--- src/rtl/ref_sync_params.svh ---
// constants of the reference point synchronisation block
// assumes byte addresses on a 32-bit ahb-lite bus, one word per register
`ifndef REF_SYNC_PARAMS_SVH
`define REF_SYNC_PARAMS_SVH
`define ADDR_CTRL 8'h00
`define ADDR_CONFIG 8'h04
`define ADDR_ZERO_OFFSET 8'h08
`define ADDR_STATUS 8'h0c
`define ADDR_EVENTS 8'h10
`define ADDR_ACTUAL 8'h14
`define ADDR_FINAL 8'h18
`define CTRL_GATE_BIT 0
`define CTRL_MANUAL_BIT 1
`define CTRL_CMD1_BIT 2
`define CTRL_CMD2_BIT 3
`define CTRL_HWREF_BIT 4
`define CTRL_SOFT_BIT 5
`define CTRL_EDGE_BIT 6
`define CTRL_MASK_BIT 7
`define CTRL_POS_LSB 8
`define CONFIG_MODE_LSB 0
`define CONFIG_BACKLASH_BIT 2
`define STAT_SYNC_BIT 0
`define STAT_RANGE1_BIT 1
`define STAT_RANGE2_BIT 2
`define STAT_RANGE3_BIT 3
`define STAT_DIR_BIT 4
`define STAT_OUT1_BIT 5
`define STAT_OUT2_BIT 6
`define STAT_REJECT_BIT 7
`define STAT_MONITOR_BIT 8
`define STAT_APPROACH_BIT 9
`define STAT_POS_LSB 16
`define EV_CONTACT_BIT 0
`define EV_REFERENCE_BIT 1
`define POS_INVALID 8'hff
`define POS_RESET 8'hff
`define MODE_SEPARATE 2'h0
`define MODE_COLLECTIVE 2'h1
`define MODE_DIRECTION 2'h2
`define MODE_RESET 2'h0
`define OFFSET_RESET 32'h0000_0000
`define ACTUAL_RESET 32'h0000_0000
`endif

--- src/rtl/ref_sync_pkg.sv ---
// types of the reference point synchronisation block
// assumes ref_sync_params.svh is on the include path
`include "ref_sync_params.svh"
package ref_sync_pkg;
  typedef enum logic [2:0]
  {
    ST_OFF,
    ST_SEEK,
    ST_CONTACT,
    ST_ZERO,
    ST_DONE
  } approach_state_t;

  typedef struct packed
  {
    logic [1:0] a_s;
    logic [1:0] b_s;
    logic [1:0] z_s;
    logic [1:0] c_s;
    logic a_d;
    logic zq_d;
    logic c_d;
    approach_state_t st;
    logic gate;
    logic manual;
    logic cmd1;
    logic cmd2;
    logic hwref;
    logic edge_sel;
    logic mask;
    logic [7:0] pos;
    logic [1:0] mode;
    logic backlash;
    logic [31:0] offset;
    logic [31:0] actual;
    logic [31:0] final_v;
    logic sync;
    logic range1;
    logic range2;
    logic range3;
    logic dir;
    logic dir_up;
    logic exit_down;
    logic out1;
    logic out2;
    logic reject;
    logic monitor;
    logic ev_contact;
    logic ev_ref;
    logic pend;
    logic pwrite;
    logic [7:0] paddr;
    logic [31:0] rdata;
    logic ready;
  } state_t;
endpackage

--- src/rtl/ref_sync_control.sv ---
// reference point synchronisation controller for one encoder channel
// assumes a single ahb-lite master, encoder and contact pins asynchronous
// What this block does
// - positioning is allowed only once the actual value is synchronised
// - every synchronisation loads the last written zero offset
// - reference point is the first zero mark after the contact signal
// - backlash compensation syncs only when contact is left ascending
// - zero mark counts only while both quadrature tracks are high
// - hardware select enters approach; clearing it exits or aborts
// - gate bit low holds both drive outputs off
// - manual bit picks host commands, else internal sequencer drives
// - command bits set or reset outputs; illegal pairs are rejected
// - approach may be selected only while outputs are disabled
// - accepting approach clears sync, sets ranges, direction, pos 255
// - contact reached clears range one and, outside direction mode, switches to creep
// - leaving the contact sets range one again
// - zero mark resets outputs, syncs, loads offset, clears range two
// - deselecting approach sets range two back to one
// - quitting with select and gate both low starts no monitoring
// - collective mode: both on, first off at contact, second at ref
// - edge mode syncs on contact rise, captures final value on fall
// - event flags stay set until the event register is read
//
// Register access over AHB-Lite and the address map were chosen for this implementation.
`timescale 1ns/1ps
`include "ref_sync_params.svh"
module ref_sync_control
(
  input wire logic hclk,
  input wire logic hresetn,
  input wire logic hsel,
  input wire logic [31:0] haddr,
  input wire logic [1:0] htrans,
  input wire logic hwrite,
  input wire logic [2:0] hsize,
  input wire logic [31:0] hwdata,
  input wire logic hready,
  output logic hreadyout,
  output logic hresp,
  output logic [31:0] hrdata,
  input wire logic enc_a,
  input wire logic enc_b,
  input wire logic enc_z,
  input wire logic contact_in,
  output logic drive_output_one,
  output logic drive_output_two,
  output logic positioning_allowed,
  output logic zero_monitor_active
);
  import ref_sync_pkg::*;

  state_t r;
  state_t n;

  always_comb
  begin
    logic a_q;
    logic b_q;
    logic z_q;
    logic c_q;
    logic zq;
    logic c_rise;
    logic c_fall;
    logic wr_ctrl;
    logic rd_ev;
    logic rd_stat;
    logic load;
    logic set_cev;
    logic set_rev;
    logic o1;
    logic o2;
    logic [31:0] w;
    n = r;
    load = 1'b0;
    set_cev = 1'b0;
    set_rev = 1'b0;
    o1 = 1'b0;
    o2 = 1'b0;
    w = hwdata;
    // only the second stage is read beyond the synchroniser
    n.a_s = {r.a_s[0], enc_a};
    n.b_s = {r.b_s[0], enc_b};
    n.z_s = {r.z_s[0], enc_z};
    n.c_s = {r.c_s[0], contact_in};
    a_q = r.a_s[1];
    b_q = r.b_s[1];
    z_q = r.z_s[1];
    c_q = r.c_s[1];
    zq = z_q & a_q & b_q;
    n.a_d = a_q;
    n.zq_d = zq;
    n.c_d = c_q;
    c_rise = c_q & ~r.c_d;
    c_fall = ~c_q & r.c_d;

    // one count per rising a edge; b level gives the direction
    if (a_q & ~r.a_d)
    begin
      n.dir_up = ~b_q;
      n.actual = b_q ? r.actual - 32'h1 : r.actual + 32'h1;
    end

    // bus: every transfer takes one wait state so hrdata comes from a flop
    n.ready = 1'b1;
    n.pend = 1'b0;
    if (hsel & htrans[1] & hready)
    begin
      n.pend = 1'b1;
      n.pwrite = hwrite;
      n.paddr = haddr[7:0];
      n.ready = 1'b0;
    end
    wr_ctrl = r.pend & r.pwrite & (r.paddr == `ADDR_CTRL);
    rd_ev = r.pend & ~r.pwrite & (r.paddr == `ADDR_EVENTS);
    rd_stat = r.pend & ~r.pwrite & (r.paddr == `ADDR_STATUS);
    if (rd_ev)
    begin
      n.ev_contact = 1'b0;
      n.ev_ref = 1'b0;
    end
    if (rd_stat)
    begin
      n.reject = 1'b0;
    end
    if (r.pend & r.pwrite)
    begin
      if (r.paddr == `ADDR_CONFIG)
      begin
        n.mode = w[`CONFIG_MODE_LSB +: 2];
        n.backlash = w[`CONFIG_BACKLASH_BIT];
      end
      else if (r.paddr == `ADDR_ZERO_OFFSET)
      begin
        n.offset = w;
      end
    end

    // sequencer
    case (r.st)
      ST_SEEK:
      begin
        // a contact already active at the start counts at once
        if (c_q)
        begin
          n.st = ST_CONTACT;
          n.range1 = 1'b0;
          set_cev = 1'b1;
        end
      end
      ST_CONTACT:
      begin
        if (c_fall)
        begin
          n.st = ST_ZERO;
          n.range1 = 1'b1;
          n.exit_down = ~r.dir_up;
        end
      end
      ST_ZERO:
      begin
        if (zq & ~r.zq_d)
        begin
          load = 1'b1;
          // leaving downward with backlash only resets the value
          if (~(r.backlash & r.exit_down))
          begin
            n.st = ST_DONE;
            n.sync = 1'b1;
            n.range2 = 1'b0;
            set_rev = 1'b1;
          end
        end
      end
      default:
      begin
      end
    endcase

    if (r.edge_sel & (r.st == ST_OFF))
    begin
      if (c_rise)
      begin
        load = 1'b1;
        n.sync = 1'b1;
      end
      if (c_fall)
      begin
        n.final_v = r.actual;
      end
    end

    // a control write is applied as one word, after the sequencer
    if (wr_ctrl)
    begin
      n.gate = w[`CTRL_GATE_BIT];
      n.manual = w[`CTRL_MANUAL_BIT];
      n.mask = w[`CTRL_MASK_BIT];
      n.pos = w[`CTRL_POS_LSB +: 8];
      if ((r.mode == `MODE_DIRECTION) & w[`CTRL_CMD1_BIT]
          & w[`CTRL_CMD2_BIT])
      begin
        n.reject = 1'b1;
      end
      else
      begin
        n.cmd1 = w[`CTRL_CMD1_BIT];
        n.cmd2 = w[`CTRL_CMD2_BIT];
      end
      if (w[`CTRL_HWREF_BIT] & ~r.hwref)
      begin
        if (r.out1 | r.out2)
        begin
          n.reject = 1'b1;
        end
        else
        begin
          n.hwref = 1'b1;
          n.st = ST_SEEK;
          n.sync = 1'b0;
          n.range1 = 1'b1;
          n.range2 = 1'b1;
          n.range3 = 1'b1;
          n.dir = 1'b1;
          n.pos = `POS_INVALID;
          n.monitor = 1'b0;
        end
      end
      else if (~w[`CTRL_HWREF_BIT] & r.hwref)
      begin
        n.hwref = 1'b0;
        n.st = ST_OFF;
        n.range2 = 1'b1;
        n.range1 = 1'b1;
        n.monitor = (r.st == ST_DONE) & w[`CTRL_GATE_BIT];
      end
      if (w[`CTRL_EDGE_BIT] & ~r.edge_sel)
      begin
        n.sync = 1'b0;
        n.range1 = 1'b1;
        n.range2 = 1'b1;
        n.range3 = 1'b1;
        n.dir = 1'b1;
        n.gate = 1'b0;
      end
      n.edge_sel = w[`CTRL_EDGE_BIT];
      if (w[`CTRL_SOFT_BIT])
      begin
        load = 1'b1;
        n.sync = 1'b1;
      end
    end

    if (load)
    begin
      n.actual = r.offset;
    end
    if (set_cev & ~r.mask)
    begin
      n.ev_contact = 1'b1;
    end
    if (set_rev & ~r.mask)
    begin
      n.ev_ref = 1'b1;
    end

    // drive outputs from the state being entered
    case (n.st)
      ST_SEEK:
      begin
        o1 = (n.mode != `MODE_DIRECTION) | n.cmd1;
        o2 = (n.mode == `MODE_COLLECTIVE)
             | ((n.mode == `MODE_DIRECTION) & n.cmd2);
      end
      ST_CONTACT, ST_ZERO:
      begin
        o1 = (n.mode == `MODE_DIRECTION) & n.cmd1;
        o2 = (n.mode != `MODE_DIRECTION) | n.cmd2;
      end
      default:
      begin
        o1 = 1'b0;
        o2 = 1'b0;
      end
    endcase
    if (n.manual)
    begin
      o1 = n.cmd1;
      o2 = n.cmd2;
    end
    n.out1 = n.gate & o1;
    n.out2 = n.gate & o2;

    // read data for the cycle that ends the data phase
    n.rdata = 32'h0000_0000;
    if (r.pend & ~r.pwrite)
    begin
      if (r.paddr == `ADDR_CTRL)
      begin
        n.rdata[`CTRL_GATE_BIT] = r.gate;
        n.rdata[`CTRL_MANUAL_BIT] = r.manual;
        n.rdata[`CTRL_CMD1_BIT] = r.cmd1;
        n.rdata[`CTRL_CMD2_BIT] = r.cmd2;
        n.rdata[`CTRL_HWREF_BIT] = r.hwref;
        n.rdata[`CTRL_EDGE_BIT] = r.edge_sel;
        n.rdata[`CTRL_MASK_BIT] = r.mask;
        n.rdata[`CTRL_POS_LSB +: 8] = r.pos;
      end
      else if (r.paddr == `ADDR_CONFIG)
      begin
        n.rdata[`CONFIG_MODE_LSB +: 2] = r.mode;
        n.rdata[`CONFIG_BACKLASH_BIT] = r.backlash;
      end
      else if (r.paddr == `ADDR_ZERO_OFFSET)
      begin
        n.rdata = r.offset;
      end
      else if (r.paddr == `ADDR_STATUS)
      begin
        n.rdata[`STAT_SYNC_BIT] = r.sync;
        n.rdata[`STAT_RANGE1_BIT] = r.range1;
        n.rdata[`STAT_RANGE2_BIT] = r.range2;
        n.rdata[`STAT_RANGE3_BIT] = r.range3;
        n.rdata[`STAT_DIR_BIT] = r.dir;
        n.rdata[`STAT_OUT1_BIT] = r.out1;
        n.rdata[`STAT_OUT2_BIT] = r.out2;
        n.rdata[`STAT_REJECT_BIT] = r.reject;
        n.rdata[`STAT_MONITOR_BIT] = r.monitor;
        n.rdata[`STAT_APPROACH_BIT] = r.hwref;
        n.rdata[`STAT_POS_LSB +: 8] = r.pos;
      end
      else if (r.paddr == `ADDR_EVENTS)
      begin
        n.rdata[`EV_CONTACT_BIT] = r.ev_contact;
        n.rdata[`EV_REFERENCE_BIT] = r.ev_ref;
      end
      else if (r.paddr == `ADDR_ACTUAL)
      begin
        n.rdata = r.actual;
      end
      else if (r.paddr == `ADDR_FINAL)
      begin
        n.rdata = r.final_v;
      end
      else
      begin
        n.rdata = 32'h0000_0000;
      end
    end
  end

  always_ff @(posedge hclk or negedge hresetn)
  begin
    if (!hresetn)
    begin
      r <= '0;
      r.st <= ST_OFF;
      r.pos <= `POS_RESET;
      r.mode <= `MODE_RESET;
      r.offset <= `OFFSET_RESET;
      r.actual <= `ACTUAL_RESET;
      r.range1 <= 1'b1;
      r.range2 <= 1'b1;
      r.range3 <= 1'b1;
      r.dir <= 1'b1;
      r.ready <= 1'b1;
    end
    else
    begin
      r <= n;
    end
  end

  assign hreadyout = r.ready;
  assign hresp = 1'b0;
  assign hrdata = r.rdata;
  assign drive_output_one = r.out1;
  assign drive_output_two = r.out2;
  assign positioning_allowed = r.sync;
  assign zero_monitor_active = r.monitor;
endmodule

--- config.mk ---
export PLATFORM = sky130hd
export DESIGN_NAME = ref_sync_control
export DESIGN_NICKNAME = d
export VERILOG_FILES = /design/src/rtl/ref_sync_pkg.sv /design/src/rtl/ref_sync_control.sv
export VERILOG_INCLUDE_DIRS = /design/src /design/src/rtl
export SDC_FILE = /design/constraint.sdc
export NUM_CORES = 1
export LEC_CHECK = 0
export BUFFER_PORTS_ARGS = -buffer_cell sky130_fd_sc_hd__clkbuf_2
export CAP_MARGIN = 20
export CORE_MARGIN = 2
export CORE_UTILIZATION = 54
export CTS_CLUSTER_DIAMETER = 30
export DETAILED_ROUTE_END_ITERATION = 6
export PLACE_DENSITY = 0.87
export SYNTH_ARGS = -nofsm -noshare
export SYNTH_HDL_FRONTEND = slang
export SYNTH_SLANG_ARGS = --single-unit
--- constraint.sdc ---
create_clock -name hclk -period 4.5 [get_ports hclk]
set_input_delay 0.225 -clock hclk [delete_from_list [all_inputs] [get_ports hclk]]
set_output_delay 0.225 -clock hclk [all_outputs]
set_load 0.05 [all_outputs]
# After elaboration in Yosys (flattened, before gate mapping)
# Cells that the tools add are included.
# word_totals
reg_bits,184
input_bits,78
output_inout_bits,38
wordCells,209
# op_classes
add_sub_neg,2
n_eq_ne,19
n_mux,92
bitwise,43
n_reduce_logical,14
# ops
cell,n
$mux W32,15
$mux W1,40
$mux W35,1
$add A32 B1 Y32 const B,1
$mux W8,4
$sub A32 B1 Y32 const B,1
$mux W10,3
$mux W30,1
$mux W29,1
$and A1 B1 Y1,27
$mux W3,9
$eq A8 B5 Y1 const B,3
$mux W5,4
$mux W18,1
$eq A8 B4 Y1 const B,2
$mux W16,1
$mux W2,7
$eq A3 B2 Y1 const B,4
$not A1 Y1,12
$reduce_bool A2 Y1,5
$pmux W3 S3,1
$reduce_and A3 Y1,3
$eq A8 B3 Y1 const B,1
$logic_not A8 Y1,1
other kinds (12),22

# Depth between registers and ports, before layout
# Gate-level depths: netlist of the first run.
# depth
ltp_word,15
ltp_mapped,11
depth_no_buf,11

# Worst setup path before layout of the first run
# Ideal clock, no wire load.
# synth_path
path_type,reg-to-reg
start,register r[181] (netlist name)
end,register r[112] (netlist name)
setup_ps,138
t_arrival_ps,2860
path_slack_ps,1502
path_stages_with_launch,12
period_less_slack_ps,2998
path_cell_list,dfrtp_1 ha_1 clkbuf_1 a21oi_1 o21bai_1 a21o_1 and4_1 a21oi_1 o21ai_1 o31ai_1 xor2_1 o221ai_1
# synth_between
elab_chain_len,9
elab_cells_between_ends,12
cone_classes,9 x mux; 2 x bitwise; 1 x reduce/logical
# synth_rtl
item,line,text
start: declaration,ref_sync_control.sv:52,state_t r;
start signal: assignment,ref_sync_control.sv:369,r <= n;
$and A1 B1 Y1,ref_sync_control.sv:89,zq = z_q & a_q & b_q;
$and A1 B1 Y1,ref_sync_control.sv:161,if (zq & ~r.zq_d)
$mux W1,ref_sync_control.sv:161,
$mux W1,ref_sync_control.sv:139,case (r.st)
$mux W1,ref_sync_control.sv:181,if (c_rise)
$mux W1,ref_sync_control.sv:179,if (r.edge_sel & (r.st == ST_OFF))
$mux W1,ref_sync_control.sv:246,if (w[`CTRL_SOFT_BIT])
$mux W1,ref_sync_control.sv:193,if (wr_ctrl)
$mux W32 or $reduce_bool A2 Y1 (tied branches),n/a,
# Parallel ways exist; a longest one is shown, timed or not. The select of a mux whose other input is x is not followed.
# A chain may end at the register's enable or synchronous reset.

# Worst setup path after layout of the first run
# layout_path
start,register r[181] (netlist name)
end,register r[119] (netlist name)
# The elaborated chain is that of the path after synthesis.

==> run_summary.xml, run 1 <==
<?xml version="1.0" encoding="UTF-8"?>
<metrics>
  <group name="run_status">
    <metric name="outcome" unit="">finished clean</metric>
  </group>
  <group name="cts">
    <metric name="htreeDepth" unit="">4</metric>
    <metric name="cts.sink_count" unit="">183</metric>
    <metric name="clk_lat_worst_skew" unit="ns">0.44</metric>
    <metric name="clk_transition_reported_paths" unit="ns">0.07</metric>
    <metric name="cts.root.buffer_cell" unit="">sky130_fd_sc_hd__clkbuf_16</metric>
    <metric name="cts-buffers-inserted" unit="">17</metric>
    <metric name="tritoncts_clock_tree" unit="">built</metric>
    <metric name="cts_max_path_buffers" unit="">2</metric>
  </group>
  <group name="cells_and_area">
    <metric name="final_layout_size_suffix_gt1_share" unit="%">23.6</metric>
    <metric name="antenna_diodes" unit="">0</metric>
    <metric name="finalNetCount" unit="">1084</metric>
    <metric name="syn_to_final_growth" unit="%">11.4</metric>
    <metric name="filler_instances" unit="">1352</metric>
  </group>
  <group name="detailed_routing">
    <metric name="dr.pass1.iters" unit="">5</metric>
    <metric name="finalWirelength" unit="microns">21900</metric>
    <metric name="drt_iter0_drc" unit="">610</metric>
    <metric name="vias_per_cell" unit="">6.00</metric>
    <metric name="vias" unit="">7279</metric>
    <metric name="route.antenna.remaining_nets" unit="">0</metric>
    <metric name="routed_wire_length_per_instance" unit="microns">18.1</metric>
    <metric name="drcViolationCount" unit="">0</metric>
  </group>
  <group name="timing">
    <metric name="drv_slew" unit="">0</metric>
    <metric name="final_hold_viol_count" unit="">0</metric>
    <metric name="tightest_slew" unit="ns">0.917</metric>
    <metric name="maxSlewHeadroom" unit="%">38.6</metric>
    <metric name="achievable-frequency" unit="GHz">0.310</metric>
    <metric name="fin_crit_sh" unit="%">71.6</metric>
    <metric name="setup_tns" unit="ns">0</metric>
    <metric name="minimum_period_implied_by_the_final_worst_setup_slack" unit="ns">3.22</metric>
    <metric name="clock_skew" unit="ns">0.00853</metric>
    <metric name="timing.final.setup_violations" unit="">0</metric>
    <metric name="unrepaired_setup_endpoints_after_global_routing" unit="">false</metric>
  </group>
  <group name="power">
    <metric name="irDropWorstVdd" unit="mV">0.331</metric>
    <metric name="p_leak" unit="nW">4.73</metric>
    <metric name="report.power.total" unit="W">0.00572</metric>
    <metric name="pwr_density_cell" unit="nW/um^2">543</metric>
  </group>
  <group name="grt">
    <metric name="grt_first_pass_wirelength" unit="microns">36000</metric>
    <metric name="grt_pass1_vias" unit="">7225</metric>
    <metric name="grt_antenna_before_repair" unit="">0</metric>
    <metric name="globalRoute.totalOverflow" unit="">0</metric>
    <metric name="grt_max_degree" unit="">98</metric>
    <metric name="grt_util_all_layers" unit="%">24.8</metric>
  </group>
  <group name="yosys">
    <metric name="syn_area_per_cell" unit="sq um">10.2</metric>
    <metric name="synthesis.yosys.warnings" unit="">0</metric>
    <metric name="synth_flop_cell" unit="">sky130_fd_sc_hd__dfrtp_1</metric>
    <metric name="asyncSetResetFlopFracSynth" unit="%">100</metric>
    <metric name="synthesis.area" unit="sq um">9460</metric>
    <metric name="synth-edff-count" unit="">0</metric>
    <metric name="seq_area_frac_synth" unit="%">48.6</metric>
    <metric name="ys_seq_elements" unit="">183</metric>
    <metric name="synth_nets" unit="">1035</metric>
    <metric name="synth_cell_type_count" unit="">61</metric>
    <metric name="syn_inst" unit="">926</metric>
  </group>
  <group name="floorplanning">
    <metric name="fp.dieArea" unit="sq um">18600</metric>
    <metric name="die_width" unit="microns">136</metric>
    <metric name="fp-row-count" unit="">48</metric>
    <metric name="die_h" unit="microns">136</metric>
    <metric name="design.portCount" unit="">116</metric>
    <metric name="initial_core_util" unit="%">54.9</metric>
    <metric name="floorplan.core_area" unit="sq um">17200</metric>
  </group>
  <group name="worst_hold_path">
    <metric name="holdCritPathClass" unit="">in2reg</metric>
    <metric name="number_of_cells_traversed_by_the_worst_hold_path" unit="">2</metric>
  </group>
  <group name="setup_path">
    <metric name="r2r_slack" unit="ns">1.28</metric>
    <metric name="slowest_delay" unit="ns">0.75</metric>
    <metric name="crit_end" unit="">r[119]</metric>
    <metric name="cp-start-kind" unit="">register</metric>
    <metric name="worst-endpoint-required" unit="ns">4.84</metric>
    <metric name="cpMaxStageDelayCell" unit="">sky130_fd_sc_hd__dfrtp_1</metric>
    <metric name="path_cells" unit="">buf_4 -&gt; ha_1 -&gt; a21oi_1 -&gt; nand4_1 -&gt; o22a_1 -&gt; nand4b_1 -&gt; a311oi_1 -&gt; xnor2_1 -&gt; nand2_1 -&gt; xor2_1 -&gt; o21ai_0</metric>
    <metric name="worstSetupPathType" unit="">reg2reg</metric>
    <metric name="critical_path.reg2reg.endpoint" unit="">r[119]</metric>
    <metric name="worst_r2r_path_depth" unit="">11</metric>
    <metric name="crit_path_capture_type" unit="">register</metric>
    <metric name="worstSetupStartpoint" unit="">r[181]</metric>
    <metric name="worstPathArrival" unit="ns">3.56</metric>
    <metric name="critical_path.reg2reg.startpoint" unit="">r[181]</metric>
    <metric name="critical_path.max_fanout" unit="">18</metric>
  </group>
  <group name="placed_design">
    <metric name="post-dp-hpwl" unit="microns">14700</metric>
    <metric name="finalWeightedCongestion" unit="">0.920</metric>
    <metric name="io_buffer_count" unit="">86</metric>
  </group>
  <group name="run">
    <metric name="max_cap_viol_count" unit="">0</metric>
  </group>
</metrics>
==> Yosys cell counts (5+ instances only) <==
| library cell | instances | area [sq um] |
|---|---|---|
| sky130_fd_sc_hd__a221oi_1 | 7 | 61.3 |
| sky130_fd_sc_hd__dfstp_2 | 12 | 315 |
| sky130_fd_sc_hd__mux2_2 | 75 | 845 |
| sky130_fd_sc_hd__mux2i_1 | 7 | 70.1 |
| sky130_fd_sc_hd__o21ai_0 | 69 | 345 |
| sky130_fd_sc_hd__xnor2_1 | 18 | 158 |
| sky130_fd_sc_hd__nor2b_1 | 15 | 93.8 |
| sky130_fd_sc_hd__nand2_1 | 117 | 439 |
| sky130_fd_sc_hd__xor2_1 | 11 | 96.3 |
| sky130_fd_sc_hd__nor3_1 | 7 | 35.0 |
| sky130_fd_sc_hd__inv_1 | 14 | 52.6 |
| sky130_fd_sc_hd__a21o_1 | 17 | 128 |
| sky130_fd_sc_hd__clkbuf_1 | 35 | 131 |
| sky130_fd_sc_hd__a22oi_1 | 35 | 263 |
| sky130_fd_sc_hd__nor2_1 | 45 | 169 |
| sky130_fd_sc_hd__a31oi_1 | 7 | 43.8 |
| sky130_fd_sc_hd__nand2b_1 | 9 | 56.3 |
| sky130_fd_sc_hd__nand3_1 | 19 | 95.1 |
| sky130_fd_sc_hd__a21oi_1 | 75 | 375 |
| sky130_fd_sc_hd__buf_1 | 5 | 18.8 |
| sky130_fd_sc_hd__dfrtp_1 | 171 | 4280 |
| sky130_fd_sc_hd__a211oi_1 | 5 | 37.5 |
| sky130_fd_sc_hd__buf_4 | 33 | 248 |
| sky130_fd_sc_hd__ha_1 | 30 | 375 |
| sky130_fd_sc_hd__a22o_1 | 12 | 105 |
| sky130_fd_sc_hd__o221ai_1 | 5 | 43.8 |
| sky130_fd_sc_hd__nand4_1 | 5 | 31.3 |
==> repair_timing <==
item | CTS | global route
hold buffers | 6 | 0
setup buffers | 0 | 0
gates resized for setup | 0 | 0
endpoints found under the hold margin | 90 | 0
==> layout by cell type, fill, tap and decap left out, types with 4 or more instances in the layout <==
master / synthesis / layout
sky130_fd_sc_hd__xor2_1: 11 / 11
sky130_fd_sc_hd__nor3_1: 7 / 5
sky130_fd_sc_hd__o221ai_1: 5 / 5
sky130_fd_sc_hd__xnor2_1: 18 / 18
sky130_fd_sc_hd__a21oi_1: 75 / 75
sky130_fd_sc_hd__inv_6: 0 / 4
sky130_fd_sc_hd__o21ai_0: 69 / 69
sky130_fd_sc_hd__nor2b_1: 15 / 15
sky130_fd_sc_hd__clkinvlp_4: 0 / 4
sky130_fd_sc_hd__mux2i_1: 7 / 7
sky130_fd_sc_hd__nand4_1: 5 / 5
sky130_fd_sc_hd__nor2_1: 45 / 45
sky130_fd_sc_hd__a221oi_1: 7 / 7
sky130_fd_sc_hd__a22oi_1: 35 / 35
sky130_fd_sc_hd__a31oi_1: 7 / 7
sky130_fd_sc_hd__a21o_1: 17 / 17
sky130_fd_sc_hd__and3_1: 4 / 4
sky130_fd_sc_hd__dfrtp_1: 171 / 171
sky130_fd_sc_hd__nand3_1: 19 / 19
sky130_fd_sc_hd__dfstp_2: 12 / 12
sky130_fd_sc_hd__clkbuf_2: 0 / 85
sky130_fd_sc_hd__nand2_1: 117 / 116
sky130_fd_sc_hd__dlygate4sd3_1: 0 / 6
sky130_fd_sc_hd__nand2b_1: 9 / 9
sky130_fd_sc_hd__buf_4: 33 / 14
sky130_fd_sc_hd__or3_1: 4 / 4
sky130_fd_sc_hd__ha_1: 30 / 30
sky130_fd_sc_hd__inv_1: 14 / 14
sky130_fd_sc_hd__nor3_2: 3 / 4
sky130_fd_sc_hd__o21bai_1: 4 / 4
sky130_fd_sc_hd__a211oi_1: 5 / 5
sky130_fd_sc_hd__a22o_1: 12 / 12
sky130_fd_sc_hd__mux2_2: 75 / 75
sky130_fd_sc_hd__clkbuf_16: 0 / 17
==> logic make-up after synthesis <==
logic type	count (synthesis)	share of synthesized area, %
AO/OA/AOI/OAI	263	17.6
XOR/XNOR	29	2.69
adder cells (fa/ha/maj)	31	4.18
buffers and inverters	91	5.11
flip-flops	183	48.6
multiplexers	82	9.67
other	1	0.0397
AND/OR/NAND/NOR	246	12.1
==> report_power, final <==
group | total, W | switching, W | internal [W]
registers | 0.00235 | 0.000340 | 0.00201
clock network | 0.00149 | 0.000654 | 0.000838
logic | 0.00188 | 0.00103 | 0.000845
==> metal layers <==
layer | global-route usage, % | wire, microns | up-vias
met5 | 0 | 0 | -
met4 | 9.78 | 561 | 0
met3 | 5.41 | 1240 | 41
met2 | 41.6 | 11000 | 233
met1 | 31.3 | 9070 | 3604
li1 | - | - | 3401
==> registers in the layout, indices dropped and copies added, names as in the netlist <==
signal and cells:
drive_output_one 1, n 6, hrdata 32, zero_monitor_active 1
positioning_allowed 1, hreadyout 1, drive_output_two 1, r 140
==> cell type report <==
| class | instances | area, sq um | area share, % |
|---|---|---|---|
| inverter | 14 | 52.6 | 0.499 |
| clock buffer | 19 | 443 | 4.20 |
| tap | 225 | 282 | 2.67 |
| multi-input combinational | 652 | 4400 | 41.8 |
| clock inverter | 13 | 144 | 1.37 |
| timing repair buffer | 107 | 622 | 5.90 |
| sequential | 183 | 4590 | 43.6 |
==> worst max-delay path, delay by kind of cell (launching register included) <==
kind	cells	cell delay (ns)
buffers and inverters	1	0.35
adders and majority gates	1	0.34
DFF	1	0.75
xor gates and xnor gates	2	0.30
AOI/OAI and AO/OA	4	0.95
and+or+nand+nor	3	0.43
==> worst min-delay path by stage <==
| stage | from | end | slack (ns) |
|---|---|---|---|
| global route | hwdata[27] | r[147] | 0.002 |
| finish | hwdata[31] | r[151] | 0.02 |
| CTS | hwdata[31] | r[151] | 0.009 |
| floorplan | hresetn | drive_output_one | -0.07 |
| global placement | hresetn | hrdata[15] | 0.33 |
| detailed placement | hresetn | r[137] | 0.33 |
==> through the flow <==
| stage | utilization [%] | worst slack, ns | instance area, sq um | hold slack, ns | std cells |
|---|---|---|---|---|---|
| 2_1_floorplan | - | 1.50 | 9460 | -0.0706 | 926 |
| 3_3_place_gp | 57.3 | 1.37 | 9880 | 0.330 | 1174 |
| 3_5_place_dp | 57.3 | 1.30 | 9880 | 0.329 | 1174 |
| 4_1_cts | 61.1 | 1.22 | 10500 | 0.00910 | 1212 |
| 5_1_grt | 61.1 | 1.02 | 10500 | 0.00210 | 1213 |
| 6_report | 61.1 | 1.28 | 10500 | 0.0173 | 1213 |
No activity file was read; power rests on OpenSTA's default activity.
==> inputs of run 2 (changes only) <==
--- a/config.mk
+++ b/config.mk
@@ -9,10 +9,10 @@
 export BUFFER_PORTS_ARGS = -buffer_cell sky130_fd_sc_hd__clkbuf_2
 export CAP_MARGIN = 20
 export CORE_MARGIN = 2
-export CORE_UTILIZATION = 54
+export CORE_UTILIZATION = 53
 export CTS_CLUSTER_DIAMETER = 30
 export DETAILED_ROUTE_END_ITERATION = 6
-export PLACE_DENSITY = 0.87
+export PLACE_DENSITY = 0.89
 export SYNTH_ARGS = -nofsm -noshare
 export SYNTH_HDL_FRONTEND = slang
 export SYNTH_SLANG_ARGS = --single-unit
==> constraint.sdc (replaced) <==
create_clock -name hclk -period 2.9 [get_ports hclk]
set_input_delay 0.145 -clock hclk [delete_from_list [all_inputs] [get_ports hclk]]
set_output_delay 0.145 -clock hclk [all_outputs]
set_load 0.05 [all_outputs]
==> run 2 against run 1 <==
- maximum frequency rose by 15%
- cell count is 5.3% higher
- sequential share of layout area fell by 2.6 points
- hold slack better by 0.017 ns
- non-clock buffer count increased by 64
- combinational power grew 74%
- utilization is 3.4 points higher
- register-to-register slack worse by 1.2 ns
- critical path type unchanged
- largest cell class unchanged
- highest routed layer unchanged
==> run_summary.xml, run 2 (same netlist as run 1, synthesis figures left out) <==
<?xml version="1.0" encoding="UTF-8"?>
<metrics>
  <group name="placed_design">
    <metric name="pre_cts_slack" unit="ns">0.0539</metric>
    <metric name="finalWeightedCongestion" unit="">0.961</metric>
    <metric name="area_of_placed_instances" unit="sq um">10100</metric>
    <metric name="post-place-cells" unit="">1196</metric>
    <metric name="io_buffer_count" unit="">86</metric>
    <metric name="post-dp-hpwl" unit="microns">15600</metric>
  </group>
  <group name="cts">
    <metric name="htreeDepth" unit="">4</metric>
    <metric name="cts-buffers-inserted" unit="">17</metric>
    <metric name="cts.root.buffer_cell" unit="">sky130_fd_sc_hd__clkbuf_16</metric>
    <metric name="cts.sink_count" unit="">183</metric>
    <metric name="cts_max_path_buffers" unit="">2</metric>
    <metric name="clk_transition_reported_paths" unit="ns">0.07</metric>
    <metric name="clk_lat_worst_skew" unit="ns">0.44</metric>
    <metric name="tritoncts_clock_tree" unit="">built</metric>
  </group>
  <group name="cells_and_area">
    <metric name="final_layout_size_suffix_gt1_share" unit="%">26.3</metric>
    <metric name="layout.cells.non_filler" unit="">1277</metric>
    <metric name="mostFrequentLayoutCell" unit="">sky130_fd_sc_hd__dfrtp_1</metric>
    <metric name="finalNetCount" unit="">1148</metric>
    <metric name="flip_flop_count_of_the_largest_register_after_layout" unit="">140</metric>
    <metric name="largest-register" unit="">r</metric>
    <metric name="antenna_diodes" unit="">0</metric>
    <metric name="post_route_standard_cell_area_excluding_fillers" unit="sq um">11200</metric>
    <metric name="final_cell_mix" unit="">sky130_fd_sc_hd__dfrtp_1, sky130_fd_sc_hd__nand2_1, sky130_fd_sc_hd__clkbuf_2</metric>
    <metric name="syn_to_final_growth" unit="%">18.4</metric>
    <metric name="filler_instances" unit="">1320</metric>
  </group>
  <group name="power">
    <metric name="irDropWorstVdd" unit="mV">0.548</metric>
    <metric name="comb_power_share" unit="%">35.5</metric>
    <metric name="p_sw_share" unit="%">36.4</metric>
    <metric name="pwr_density_cell" unit="nW/um^2">823</metric>
    <metric name="report.power.total" unit="W">0.00921</metric>
    <metric name="p_leak" unit="nW">5.04</metric>
    <metric name="power.switching" unit="W">0.00335</metric>
    <metric name="intPower" unit="W">0.00586</metric>
    <metric name="clock_power_share" unit="%">24.9</metric>
    <metric name="pwr-share-seq" unit="%">39.6</metric>
  </group>
  <group name="detailed_routing">
    <metric name="highest_layer" unit="">met4</metric>
    <metric name="m1WireLength" unit="microns">9590</metric>
    <metric name="met2RoutedLength" unit="microns">11800</metric>
    <metric name="finalWirelength" unit="microns">23200</metric>
    <metric name="routed_wire_length_per_instance" unit="microns">18.2</metric>
    <metric name="drcViolationCount" unit="">0</metric>
    <metric name="routed-wl-met3" unit="microns">1300</metric>
    <metric name="route.antenna.remaining_nets" unit="">0</metric>
    <metric name="vias" unit="">7562</metric>
    <metric name="dr.pass1.iters" unit="">6</metric>
    <metric name="vias_per_cell" unit="">5.92</metric>
    <metric name="drt_iter0_drc" unit="">690</metric>
  </group>
  <group name="floorplanning">
    <metric name="fp.dieArea" unit="sq um">18900</metric>
    <metric name="fp-row-count" unit="">48</metric>
    <metric name="floorplan.core_area" unit="sq um">17400</metric>
    <metric name="die_width" unit="microns">138</metric>
    <metric name="design.portCount" unit="">116</metric>
    <metric name="initial_core_util" unit="%">54.5</metric>
    <metric name="die_h" unit="microns">138</metric>
  </group>
  <group name="timing">
    <metric name="clock_skew" unit="ns">0.00945</metric>
    <metric name="final_hold_viol_count" unit="">0</metric>
    <metric name="fin_ws" unit="ns">0.105</metric>
    <metric name="minimum_period_implied_by_the_final_worst_setup_slack" unit="ns">2.80</metric>
    <metric name="fin_hold_ws" unit="ns">0.0347</metric>
    <metric name="tightest_slew" unit="ns">0.734</metric>
    <metric name="timing.final.setup_violations" unit="">0</metric>
    <metric name="achievable-frequency" unit="GHz">0.358</metric>
    <metric name="drv_slew" unit="">0</metric>
    <metric name="fin_crit_sh" unit="%">96.4</metric>
    <metric name="maxSlewHeadroom" unit="%">51.1</metric>
  </group>
  <group name="grt">
    <metric name="grt_util_all_layers" unit="%">25.5</metric>
    <metric name="grt_antenna_before_repair" unit="">0</metric>
    <metric name="globalRoute.totalOverflow" unit="">0</metric>
    <metric name="grt_pass1_vias" unit="">7556</metric>
    <metric name="grt_max_degree" unit="">80</metric>
    <metric name="grt_first_pass_wirelength" unit="microns">37300</metric>
  </group>
  <group name="setup_path">
    <metric name="worstSetupPathType" unit="">reg2reg</metric>
    <metric name="crit_path_capture_type" unit="">register</metric>
    <metric name="worst-endpoint-required" unit="ns">3.25</metric>
    <metric name="worstPathArrival" unit="ns">3.14</metric>
    <metric name="cp-start-kind" unit="">register</metric>
    <metric name="critical_path.max_fanout" unit="">6</metric>
  </group>
  <group name="run">
    <metric name="max_cap_viol_count" unit="">0</metric>
  </group>
  <group name="run_status">
    <metric name="outcome" unit="">finished clean</metric>
  </group>
  <group name="worst_hold_path">
    <metric name="holdCritPathClass" unit="">in2reg</metric>
  </group>
</metrics>
==> run 2: cell count changes in the layout (fill, tap and decap cells not counted), moves of 3 or more <==
cell	previous run	this run
sky130_fd_sc_hd__ha_1	30	27
sky130_fd_sc_hd__dlygate4sd3_1	6	44
sky130_fd_sc_hd__a21oi_2	0	3
sky130_fd_sc_hd__clkinvlp_4	4	0
sky130_fd_sc_hd__a21oi_1	75	72
sky130_fd_sc_hd__buf_4	14	38
sky130_fd_sc_hd__inv_8	0	3
sky130_fd_sc_hd__inv_6	4	7
==> run 2: path summary, 6_finish.rpt <==
path / end / start / depth (start not counted) / slack (ns)
worst min-delay path: r[121] / hwdata[1] / 2 / 0.03
worst max-delay path: r[113] / r[181] / 12 / 0.10
max in group asynchronous: r[157] / hresetn / 3 / 1.79
min in group asynchronous: r[70] / hresetn / 2 / 0.30
worst max register to register: r[113] / r[181] / 12 / 0.10
worst min register to register: n[175] / n[183] / 0 / 0.35
==> run 2: per-layer routing <==
metal  vias to the layer above  track usage (%)
met2                       277             44.3
met3                        40             5.37
met4                         0             9.56
met1                      3716             31.3
li1                       3529                -
met5                         -                0
==> run 2: power by group through the flow <==
| stage | combinational [W] | sequential, W | clock [W] |
|---|---|---|---|
| CTS | 0.00308 | 0.00362 | 0.00233 |
| finish | 0.00327 | 0.00365 | 0.00230 |
| floorplan | 0.00227 | 0.00354 | 0 |
| global placement | 0.00291 | 0.00361 | 0 |
| global route | 0.00362 | 0.00371 | 0.00246 |
| detailed placement | 0.00300 | 0.00366 | 0 |
==> run 2: worst max-delay path: stages, from the launching register on <==
cell	delay, ns
sky130_fd_sc_hd__dfrtp_2	0.48
sky130_fd_sc_hd__clkbuf_2	0.20
sky130_fd_sc_hd__ha_1	0.34
sky130_fd_sc_hd__o21ai_0	0.29
sky130_fd_sc_hd__a211oi_2	0.14
sky130_fd_sc_hd__a21o_1	0.24
sky130_fd_sc_hd__a211oi_1	0.25
sky130_fd_sc_hd__buf_4	0.16
sky130_fd_sc_hd__o21bai_1	0.06
sky130_fd_sc_hd__a21oi_1	0.17
sky130_fd_sc_hd__xnor2_1	0.14
sky130_fd_sc_hd__mux2i_1	0.08
sky130_fd_sc_hd__o21ai_0	0.16
==> run 2: cell type report <==
type | instances | area [sq um] | share of cell area (%)
Sequential cell | 183 | 4600 | 41.0
Multi-Input combinational cell | 652 | 4480 | 40.0
Timing Repair Buffer | 171 | 1210 | 10.8
Clock buffer | 17 | 425 | 3.80
Tap cell | 225 | 282 | 2.51
Clock inverter | 15 | 156 | 1.40
Inverter | 14 | 52.6 | 0.469
==> run 2: timing repair <==
action                                  4_1_cts  5_1_grt
endpoints found under the setup margin        0        9
hold buffers                                 43        1
endpoints found under the hold margin       121        1
buffers inserted                              0        5
gates resized for setup                       0       19
==> run 2: per-stage QoR <==
step	utilization, %	setup TNS (ns)
final	64.5	0
after detailed placement	58.0	0
after CTS	63.8	0
after floorplan	-	0
after global placement	58.0	0
after global routing	64.5	-0.0876
